**config.mk**
```make
export PLATFORM = sky130hd
export DESIGN_NAME = hbp_top
export DESIGN_NICKNAME = d
export VERILOG_FILES = /design/src/logic/hbp_pkg.sv /design/src/logic/hbp_div_if.sv /design/src/logic/hbp_recip.sv /design/src/logic/hbp_top.sv
export SDC_FILE = /design/constraint.sdc
export NUM_CORES = 1
export LEC_CHECK = 0
export BUFFER_PORTS_ARGS = -buffer_cell sky130_fd_sc_hd__buf_4
export CORE_MARGIN = 10
export CORE_UTILIZATION = 40
export CTS_CLUSTER_DIAMETER = 60
export DETAILED_ROUTE_END_ITERATION = 12
export GPL_TIMING_DRIVEN = 0
export HOLD_SLACK_MARGIN = 0.05
export PLACE_DENSITY = 0.62
export REMOVE_ABC_BUFFERS = 1
export SYNTH_ARGS = -nofsm -noshare
export SYNTH_HDL_FRONTEND = slang
export SYNTH_SLANG_ARGS = --single-unit
```
**constraint.sdc**
```tcl
create_clock -name ref_clk -period 21.5 [get_ports ref_clk]
set_clock_uncertainty 0.15 [all_clocks]
set_input_delay 4.3 -clock ref_clk [delete_from_list [all_inputs] [get_ports ref_clk]]
set_output_delay 4.3 -clock ref_clk [all_outputs]
set_load 0.02 [all_outputs]
```
**src/logic/hbp_pkg.sv**
```systemverilog
// Shared constants and types of the half-bridge PWM generator.
package hbp_pkg;

  // Width of the switching frequency setting, in kHz.
  localparam int FREQ_W = 16;
  // Width of every time setting in ns and of every cycle count.
  localparam int TIME_W = 20;
  // Width of the burst pulse counter.
  localparam int PULSE_W = 16;

  // Clock period of ref_clk in ns (125 MHz).
  localparam int CLK_NS = 8;

  // Nanoseconds in one millisecond: period_ns = this / freq_khz.
  localparam logic [TIME_W-1:0] NS_PER_KHZ = 20'hf4240;
  // Quotient bits produced by the divider, one per step.
  localparam logic [4:0] DIV_STEPS = 5'h14;

  // Level of both drives while idle or disabled.
  localparam logic IDLE_LEVEL = 1'b0;
  // Shortest usable period in clock cycles.
  localparam logic [TIME_W-1:0] MIN_PER_CYC = 20'h00002;

  // Generator states.
  typedef enum logic [0:0] {
    HBP_IDLE,
    HBP_RUN
  } hbp_state_t;

endpackage : hbp_pkg

```
**src/logic/hbp_div_if.sv**
```systemverilog
// Request and answer carrier between the generator and its divider.
`timescale 1ns/1ns
interface hbp_div_if;
  import hbp_pkg::*;
  logic              start;  // One-cycle request to divide.
  logic [FREQ_W-1:0] freq;   // Divisor, held stable while busy.
  logic              busy;   // Division in progress.
  logic              done;   // One-cycle pulse, period is valid.
  logic [TIME_W-1:0] period; // Quotient in ns.
  modport req (output start, output freq,
               input busy, input done, input period);
  modport srv (input start, input freq,
               output busy, output done, output period);
endinterface : hbp_div_if

```
**src/logic/hbp_recip.sv**
```systemverilog
// Sequential reciprocal: period in ns from a frequency in kHz.
`timescale 1ns/1ns
module hbp_recip
  import hbp_pkg::*;
(
  input wire logic ref_clk,
  input wire logic resetn,
  hbp_div_if.srv   dv
);

  logic              busy;       // Division running.
  logic [4:0]        step;       // Quotient bit being produced.
  logic [TIME_W:0]   rem;        // Partial remainder.
  logic [TIME_W-1:0] quo;        // Dividend shifting out, quotient in.
  logic              done;       // Completion pulse.
  logic [TIME_W-1:0] period;     // Last finished quotient.
  logic              next_busy;
  logic [4:0]        next_step;
  logic [TIME_W:0]   next_rem;
  logic [TIME_W-1:0] next_quo;
  logic              next_done;
  logic [TIME_W-1:0] next_period;

  // One restoring step per cycle; slow but tiny, and the period only
  // changes when software retunes the frequency.
  always_comb begin
    logic [TIME_W:0] trial;
    trial       = {rem[TIME_W-1:0], quo[TIME_W-1]};
    next_busy   = busy;
    next_step   = step;
    next_rem    = rem;
    next_quo    = quo;
    next_done   = 1'b0;
    next_period = period;
    if (!busy && dv.start) begin
      next_busy = 1'b1;
      next_step = 5'h00;
      next_rem  = '0;
      next_quo  = NS_PER_KHZ;
    end else if (busy) begin
      if (trial >= (TIME_W+1)'(dv.freq)) begin
        next_rem = trial - (TIME_W+1)'(dv.freq);
        next_quo = {quo[TIME_W-2:0], 1'b1};
      end else begin
        next_rem = trial;
        next_quo = {quo[TIME_W-2:0], 1'b0};
      end
      next_step = step + 5'h01;
      if (step == DIV_STEPS - 5'h01) begin
        next_busy   = 1'b0;
        next_done   = 1'b1;
        next_period = next_quo;
      end
    end
  end

  // Registers of the divider.
  always_ff @(posedge ref_clk) begin
    if (!resetn) begin
      busy   <= 1'b0;
      step   <= 5'h00;
      rem    <= '0;
      quo    <= '0;
      done   <= 1'b0;
      period <= '0;
    end else begin
      busy   <= next_busy;
      step   <= next_step;
      rem    <= next_rem;
      quo    <= next_quo;
      done   <= next_done;
      period <= next_period;
    end
  end

  assign dv.busy   = busy;
  assign dv.done   = done;
  assign dv.period = period;

endmodule : hbp_recip

```
**src/logic/hbp_top.sv**
```systemverilog
// Complementary half-bridge PWM generator with two dead times.
//
// Operation
// - Hold frequency, derive period as its reciprocal.
// - Low side active for its on-time.
// - High side active for its on-time.
// - Dead time after low off, before high.
// - Dead time after high off, before low.
// - Start and stop generation once configured.
// - Burst mode emits set pulse count, stops.
// - Output enable low forces idle drive levels.
// - Running status high while pulses generated.
`timescale 1ns/1ns
module hbp_top
  import hbp_pkg::*;
(
  input  wire logic              ref_clk,
  input  wire logic              resetn,
  input  wire logic [FREQ_W-1:0] switch_freq,
  input  wire logic [TIME_W-1:0] low_side_on_time,
  input  wire logic [TIME_W-1:0] high_side_on_time,
  input  wire logic [TIME_W-1:0] dead_time_low_to_high,
  input  wire logic [TIME_W-1:0] dead_time_high_to_low,
  input  wire logic              start,
  input  wire logic              stop,
  input  wire logic              burst_mode,
  input  wire logic [PULSE_W-1:0] burst_pulses,
  input  wire logic              output_enable,
  output logic                   low_side_drive,
  output logic                   high_side_drive,
  output logic                   running,
  output logic [TIME_W-1:0]      switch_period,
  output logic                   period_valid
);

  // Round a time down to whole clock cycles (on-times, period).
  function automatic logic [TIME_W-1:0] cyc_dn(input logic [TIME_W-1:0] ns);
    cyc_dn = ns / TIME_W'(CLK_NS);
  endfunction : cyc_dn

  // Round a time up to whole clock cycles; a dead time is a least time.
  function automatic logic [TIME_W-1:0] cyc_up(input logic [TIME_W-1:0] ns);
    logic [TIME_W:0] s;
    s      = {1'b0, ns} + (TIME_W+1)'(CLK_NS - 1);
    cyc_up = TIME_W'(s / (TIME_W+1)'(CLK_NS));
  endfunction : cyc_up

  hbp_div_if dv ();

  // Divider that turns the frequency into the period.
  hbp_recip u_recip (
    .ref_clk (ref_clk),
    .resetn  (resetn),
    .dv      (dv)
  );

  // ---- Period derivation group.
  logic [FREQ_W-1:0] freq_req;      // Frequency last sent to the divider.
  logic              div_start;     // Request pulse to the divider.
  logic [FREQ_W-1:0] next_freq_req;
  logic              next_div_start;
  logic [TIME_W-1:0] next_switch_period;
  logic              next_period_valid;

  // Any change of the frequency restarts the division, and the period is
  // marked invalid until the fresh quotient lands, so a stale period is
  // never paired with a new frequency.
  always_comb begin
    next_freq_req      = freq_req;
    next_div_start     = 1'b0;
    next_switch_period = switch_period;
    next_period_valid  = period_valid;
    if (dv.done) begin
      next_switch_period = dv.period;
      next_period_valid  = (freq_req != '0);
    end
    if (switch_freq != freq_req) begin
      next_period_valid = 1'b0;
      if (!dv.busy && !div_start) begin
        next_freq_req  = switch_freq;
        next_div_start = 1'b1;
      end
    end
  end

  // Registers of the period group.
  always_ff @(posedge ref_clk) begin
    if (!resetn) begin
      freq_req      <= '0;
      div_start     <= 1'b0;
      switch_period <= '0;
      period_valid  <= 1'b0;
    end else begin
      freq_req      <= next_freq_req;
      div_start     <= next_div_start;
      switch_period <= next_switch_period;
      period_valid  <= next_period_valid;
    end
  end

  assign dv.start = div_start;
  assign dv.freq  = freq_req;

  // ---- Candidate timing from the live settings, in cycles.
  logic [TIME_W-1:0] c_per;     // Period.
  logic [TIME_W-1:0] c_ls_end;  // Low side turns off here.
  logic [TIME_W-1:0] c_hs_beg;  // High side turns on here.
  logic [TIME_W-1:0] c_hs_end;  // High side turns off here.
  logic              c_ok;      // Settings usable for a period.

  // The high side window is cut short so that the high to low dead time
  // still fits before the next period starts; the on-times are tied to the
  // period this way and the dead times always win over the on-times.
  always_comb begin
    logic [TIME_W:0] lh_sum;
    logic [TIME_W:0] hs_sum;
    logic [TIME_W-1:0] limit;
    logic [TIME_W-1:0] hl;
    c_per    = cyc_dn(switch_period);
    hl       = cyc_up(dead_time_high_to_low);
    limit    = (c_per > hl) ? (c_per - hl) : '0;
    c_ls_end = cyc_dn(low_side_on_time);
    if (c_ls_end > limit) begin
      c_ls_end = limit;
    end
    lh_sum   = {1'b0, c_ls_end}
               + {1'b0, cyc_up(dead_time_low_to_high)};
    hs_sum   = lh_sum + {1'b0, cyc_dn(high_side_on_time)};
    c_hs_beg = (lh_sum > {1'b0, limit}) ? limit : lh_sum[TIME_W-1:0];
    c_hs_end = (hs_sum > {1'b0, limit}) ? limit : hs_sum[TIME_W-1:0];
    c_ok     = period_valid && (c_per >= MIN_PER_CYC);
  end

  // ---- Generation group.
  hbp_state_t         state;      // Idle or running.
  logic [TIME_W-1:0]  cnt;        // Cycle within the period.
  logic [TIME_W-1:0]  s_per;      // Timing in force this period.
  logic [TIME_W-1:0]  s_ls_end;
  logic [TIME_W-1:0]  s_hs_beg;
  logic [TIME_W-1:0]  s_hs_end;
  logic               s_burst;    // Burst mode latched at start.
  logic [PULSE_W-1:0] s_limit;    // Burst pulse count latched at start.
  logic [PULSE_W-1:0] pulses;     // Periods finished since start.
  hbp_state_t         next_state;
  logic [TIME_W-1:0]  next_cnt;
  logic [TIME_W-1:0]  next_s_per;
  logic [TIME_W-1:0]  next_s_ls_end;
  logic [TIME_W-1:0]  next_s_hs_beg;
  logic [TIME_W-1:0]  next_s_hs_end;
  logic               next_s_burst;
  logic [PULSE_W-1:0] next_s_limit;
  logic [PULSE_W-1:0] next_pulses;
  logic               next_low_side_drive;
  logic               next_high_side_drive;
  logic               next_running;

  // Period sequencer. Stop acts at once: both drives fall together, which
  // can never overlap the two sides, so no dead time is needed for it.
  always_comb begin
    next_state    = state;
    next_cnt      = cnt;
    next_s_per    = s_per;
    next_s_ls_end = s_ls_end;
    next_s_hs_beg = s_hs_beg;
    next_s_hs_end = s_hs_end;
    next_s_burst  = s_burst;
    next_s_limit  = s_limit;
    next_pulses   = pulses;
    case (state)
      HBP_IDLE: begin
        // The counter keeps running while idle, saturating, so that a
        // restart right after a stop cannot cut the high to low gap short.
        // A user must therefore allow that gap between stop and start.
        if (cnt != '1) begin
          next_cnt = cnt + TIME_W'(1);
        end
        if (start && c_ok && cnt >= cyc_up(dead_time_high_to_low)
            && !(burst_mode && burst_pulses == '0)) begin
          next_state    = HBP_RUN;
          next_cnt      = '0;
          next_s_per    = c_per;
          next_s_ls_end = c_ls_end;
          next_s_hs_beg = c_hs_beg;
          next_s_hs_end = c_hs_end;
          next_s_burst  = burst_mode;
          next_s_limit  = burst_pulses;
          next_pulses   = '0;
        end
      end
      HBP_RUN: begin
        if (stop) begin
          next_state = HBP_IDLE;
          next_cnt   = '0;
        end else if (cnt == s_per - TIME_W'(1)) begin
          next_cnt    = '0;
          next_pulses = pulses + PULSE_W'(1);
          if (s_burst && next_pulses == s_limit) begin
            next_state = HBP_IDLE;
            // The high side has already been off a full gap here.
            next_cnt   = '1;
          end else if (c_ok) begin
            next_s_per    = c_per;
            next_s_ls_end = c_ls_end;
            next_s_hs_beg = c_hs_beg;
            next_s_hs_end = c_hs_end;
          end
        end else begin
          next_cnt = cnt + TIME_W'(1);
        end
      end
      default: begin
        next_state = HBP_IDLE;
      end
    endcase
  end

  // Drive decode from the next count, so the pins leave flip-flops in step
  // with the counter. The high window starts no earlier than the low end
  // plus the dead time, so the two windows are disjoint by construction.
  always_comb begin
    logic act;
    act                  = (next_state == HBP_RUN) && output_enable;
    next_low_side_drive  = IDLE_LEVEL;
    next_high_side_drive = IDLE_LEVEL;
    if (act && next_cnt < next_s_ls_end) begin
      next_low_side_drive = ~IDLE_LEVEL;
    end
    if (act && next_cnt >= next_s_hs_beg
        && next_cnt < next_s_hs_end) begin
      next_high_side_drive = ~IDLE_LEVEL;
    end
    if (next_low_side_drive != IDLE_LEVEL) begin
      next_high_side_drive = IDLE_LEVEL;
    end
    next_running = (next_state == HBP_RUN);
  end

  // Registers of the generation group.
  always_ff @(posedge ref_clk) begin
    if (!resetn) begin
      state           <= HBP_IDLE;
      cnt             <= '0;
      s_per           <= '0;
      s_ls_end        <= '0;
      s_hs_beg        <= '0;
      s_hs_end        <= '0;
      s_burst         <= 1'b0;
      s_limit         <= '0;
      pulses          <= '0;
      low_side_drive  <= IDLE_LEVEL;
      high_side_drive <= IDLE_LEVEL;
      running         <= 1'b0;
    end else begin
      state           <= next_state;
      cnt             <= next_cnt;
      s_per           <= next_s_per;
      s_ls_end        <= next_s_ls_end;
      s_hs_beg        <= next_s_hs_beg;
      s_hs_end        <= next_s_hs_end;
      s_burst         <= next_s_burst;
      s_limit         <= next_s_limit;
      pulses          <= next_pulses;
      low_side_drive  <= next_low_side_drive;
      high_side_drive <= next_high_side_drive;
      running         <= next_running;
    end
  end

endmodule : hbp_top

```
==> summary.md <==
| Metric | Value |
|---|---|
| Outcome | finished, final reports clean |
| RSZ-0062 raised after global routing | false |
| Seq cells post-synth | 238 |
| Period utilization | 0.904 |
| Post-Synthesis Cells | 2424 |
| F_max | 51.4 MHz |
| Synth Area per Inst | 7.92 µm² |
| Final WS setup | 2.06 ns |
| Critical Path AT | 19.81 ns |
| Max Cap Violations | 0 |
| Syn Std Cell Area | 19200 µm² |
| Initial antenna violation count | 1 |
| 1st-iter DRT viols | 1146 |
| Vias in the first global route | 17300 |
| Clk pin slew, worst setup/hold paths | 0.06 ns |
| Reg2reg end | high_side_drive |
| DRT Pass-1 Iters | 5 |
| Seq/Total Area, Yosys | 0.248 |
| Grt ovf | 0 |
| Worst slew pin tran | 1.37 ns |
| Core area | 47600 µm² |
| Post-route DRC | 0 |
| Most common library cell in the layout ignoring fill and taps | nor2_1 |
| Worst reg2reg path depth | 61 |
| Ys flop type | dfxtp_1 |
| Max Root-Sink Buffers | 3 |
| Die X | 239 µm |
| Setup CP Type | input pin to flip-flop |
| Hpwl dp | 45700 µm |
| Worst setup SP type | input pin |
| Crit-path slowest cell | nor4bb_1 |
| Most frequent cells in the layout | 257 x nor2_1, 237 x dfxtp_1, 215 x nand2_1, 192 x ha_1, 138 x a21oi_1 |
| Site row count | 80 |
| Endpoints failing hold | 0 |
| WL final | 58400 µm |
| RR Startpoint | switch_period[3] |
| Largest net degree at the start of global routing | 105 |
| Synth warn | 0 |
| Most Frequent Cell on Critical Path | a21oi_1 |
| Worst Hold Path Cells | 2 |
| Post-synth ARST share | 0 |
| Hold path startpoint | s_ls_end[17] |
| Port bufs | 135 |
| Post-CTS setup buffers | 0 |
| Placer Congestion | 0.969 |
| Root Buffer | clkbuf_16 |
| Setup crit end kind | flip-flop |
| CTS Sinks | 238 |
| CTS buffer count | 28 |
| Reg area | 4770 µm² |
| WL per Instance | 18.7 µm |
| CTS resizes | 0 |
| N_diodes | 0 |
| FILL cells | 4711 |
| Antenna Nets Post-Route | 0 |
| Library cells used by synthesis | 95 |
| Worst hold path class | flip-flop to flip-flop |
| Footprint of the multi-input gates | 13600 µm² |
| Nets | 2801 |
| Worst Setup Slack post-DPL | 1.61 ns |
| CP peak stage delay | 0.80 ns |
| Critical Path RT | 21.87 ns |
| H-tree depth | 1 |
| Clock Latency Late Sink | 0.58 ns |
| Die Footprint | 57200 µm² |
| Period minus WS final | 19.44 ns |
| Tot GR Track Use | 0.196 |
| Leak pwr | 9.20 nW |
| Setup-failing EPs final | 0 |
| Power Density | 62.7 nW/µm² |
| TritonCTS clock tree | yes |
| Area growth, synth to finish | 12.8% |
| Post-cts hold buffer count | 0 |
| First-pass GRT wire length | 91900 µm |
| Io pins | 142 |
| Chip Height | 239 µm |
| Setup tns final | 0 ns |
| Via count | 17900 |
| Initial Util | 0.403 |
| CP Max Fanout | 24 |
| Share of cells above drive strength 1 | 0.109 |
| Vias per Instance | 5.72 |
| EDFF count, synth | 0 |
| Worst vdd ir | 0.0000559 V |
| Worst Hold Path EP | s_ls_end[17] |
| Worst rel slew slack | 0.0830 |
| R2r setup slk | 6.32 ns |
| Slew Viols, Final | 0 |
state kept, by name, summed over array words and instances, names as in the netlist, 5 cells and up:
| signal | cells |
|---|---|
| s_ls_end | 20 |
| pulses | 16 |
| u_recip.step | 5 |
| dv.freq | 16 |
| switch_period | 20 |
| u_recip.rem | 20 |
| s_limit | 16 |
| u_recip.dv.period | 20 |
| s_per | 17 |
| u_recip.quo | 20 |
| cnt | 20 |
| s_hs_beg | 20 |
| s_hs_end | 20 |
how the worst max path moves through the flow:
stage                             start               to  slack (ns)  cells past startpoint
4_1_cts        dead_time_high_to_low[2]  high_side_drive        2.15                     63
6_report       dead_time_high_to_low[2]  high_side_drive        2.06                     63
3_3_place_gp   dead_time_high_to_low[2]  high_side_drive        0.43                     56
2_1_floorplan  dead_time_high_to_low[2]  high_side_drive        4.23                     60
3_5_place_dp   dead_time_high_to_low[2]  high_side_drive        1.61                     62
5_1_grt        dead_time_high_to_low[2]  high_side_drive        1.07                     60
metrics by stage:
step	hold WS, ns	total power [W]	instance area [µm²]	std cells	utilization
final	0.298	0.00136	21700	3122	0.455
after global routing	0.323	0.00144	21700	3122	0.455
after CTS	0.301	0.00137	21700	3121	0.455
after detailed placement	0.292	0.000884	20700	3071	0.435
after global placement	0.281	0.000875	20500	3063	0.431
after floorplan	0.272	0.000765	18700	2313	-
layer usage:
metal  routed length, µm  vias up  global-route usage  part of all wire
met1               27200     8478               0.258              0.47
met2               26900      421               0.327              0.46
met4                1270        0              0.0546             0.022
met3                3020       80              0.0272             0.052
li1                    -     8889                   -                 -
met5                   0        -                   0                 0
cells by family after synthesis:
| logic type | after synthesis | share of synthesized area |
|---|---|---|
| AND/OR/NAND/NOR | 887 | 0.226 |
| AO/OA/AOI/OAI | 576 | 0.199 |
| flip-flops | 238 | 0.248 |
| buffers and inverters | 217 | 0.0453 |
| adder cells (fa/ha/maj) | 198 | 0.130 |
| XOR/XNOR | 157 | 0.0716 |
| multiplexers | 149 | 0.0793 |
| other | 2 | 0.000391 |
synthesized netlist by cell type (50+ instances only):
library cell	n	share of area
dfxtp_1	238	0.25
inv_1	102	0.020
xor2_1	69	0.031
a21o_1	50	0.020
mux2i_1	124	0.065
xnor2_1	88	0.040
nor3_1	51	0.013
o21ai_0	135	0.035
a21oi_1	139	0.036
nor2_1	257	0.050
ha_1	192	0.13
clkbuf_1	88	0.017
nand3_1	71	0.019
nand2_1	215	0.042
where the power goes:
part | total, W | switching (W) | internal [W]
Clock | 0.000476 | 0.000201 | 0.000275
Combinational | 0.000417 | 0.000241 | 0.000176
Sequential | 0.000465 | 0.0000133 | 0.000452
worst max-delay path, delay by kind of cell:
family | cells | cell delay [ns]
muxes | 3 | 1.03
adders and majority gates | 7 | 1.97
buffers and inverters | 5 | 0.65
AOI/OAI and AO/OA | 28 | 6.27
xor gates and xnor gates | 3 | 0.88
and+or+nand+nor | 17 | 4.68
layout make-up:
cell class                 instances  area share
clock buffer                      38      0.0368
clock inverter                    12     0.00606
inverter                         104      0.0182
multi-input combinational       1971       0.629
sequential                       238       0.220
tap                              615      0.0355
timing repair buffer             144      0.0549
No activity file was read; power rests on OpenSTA's default activity.
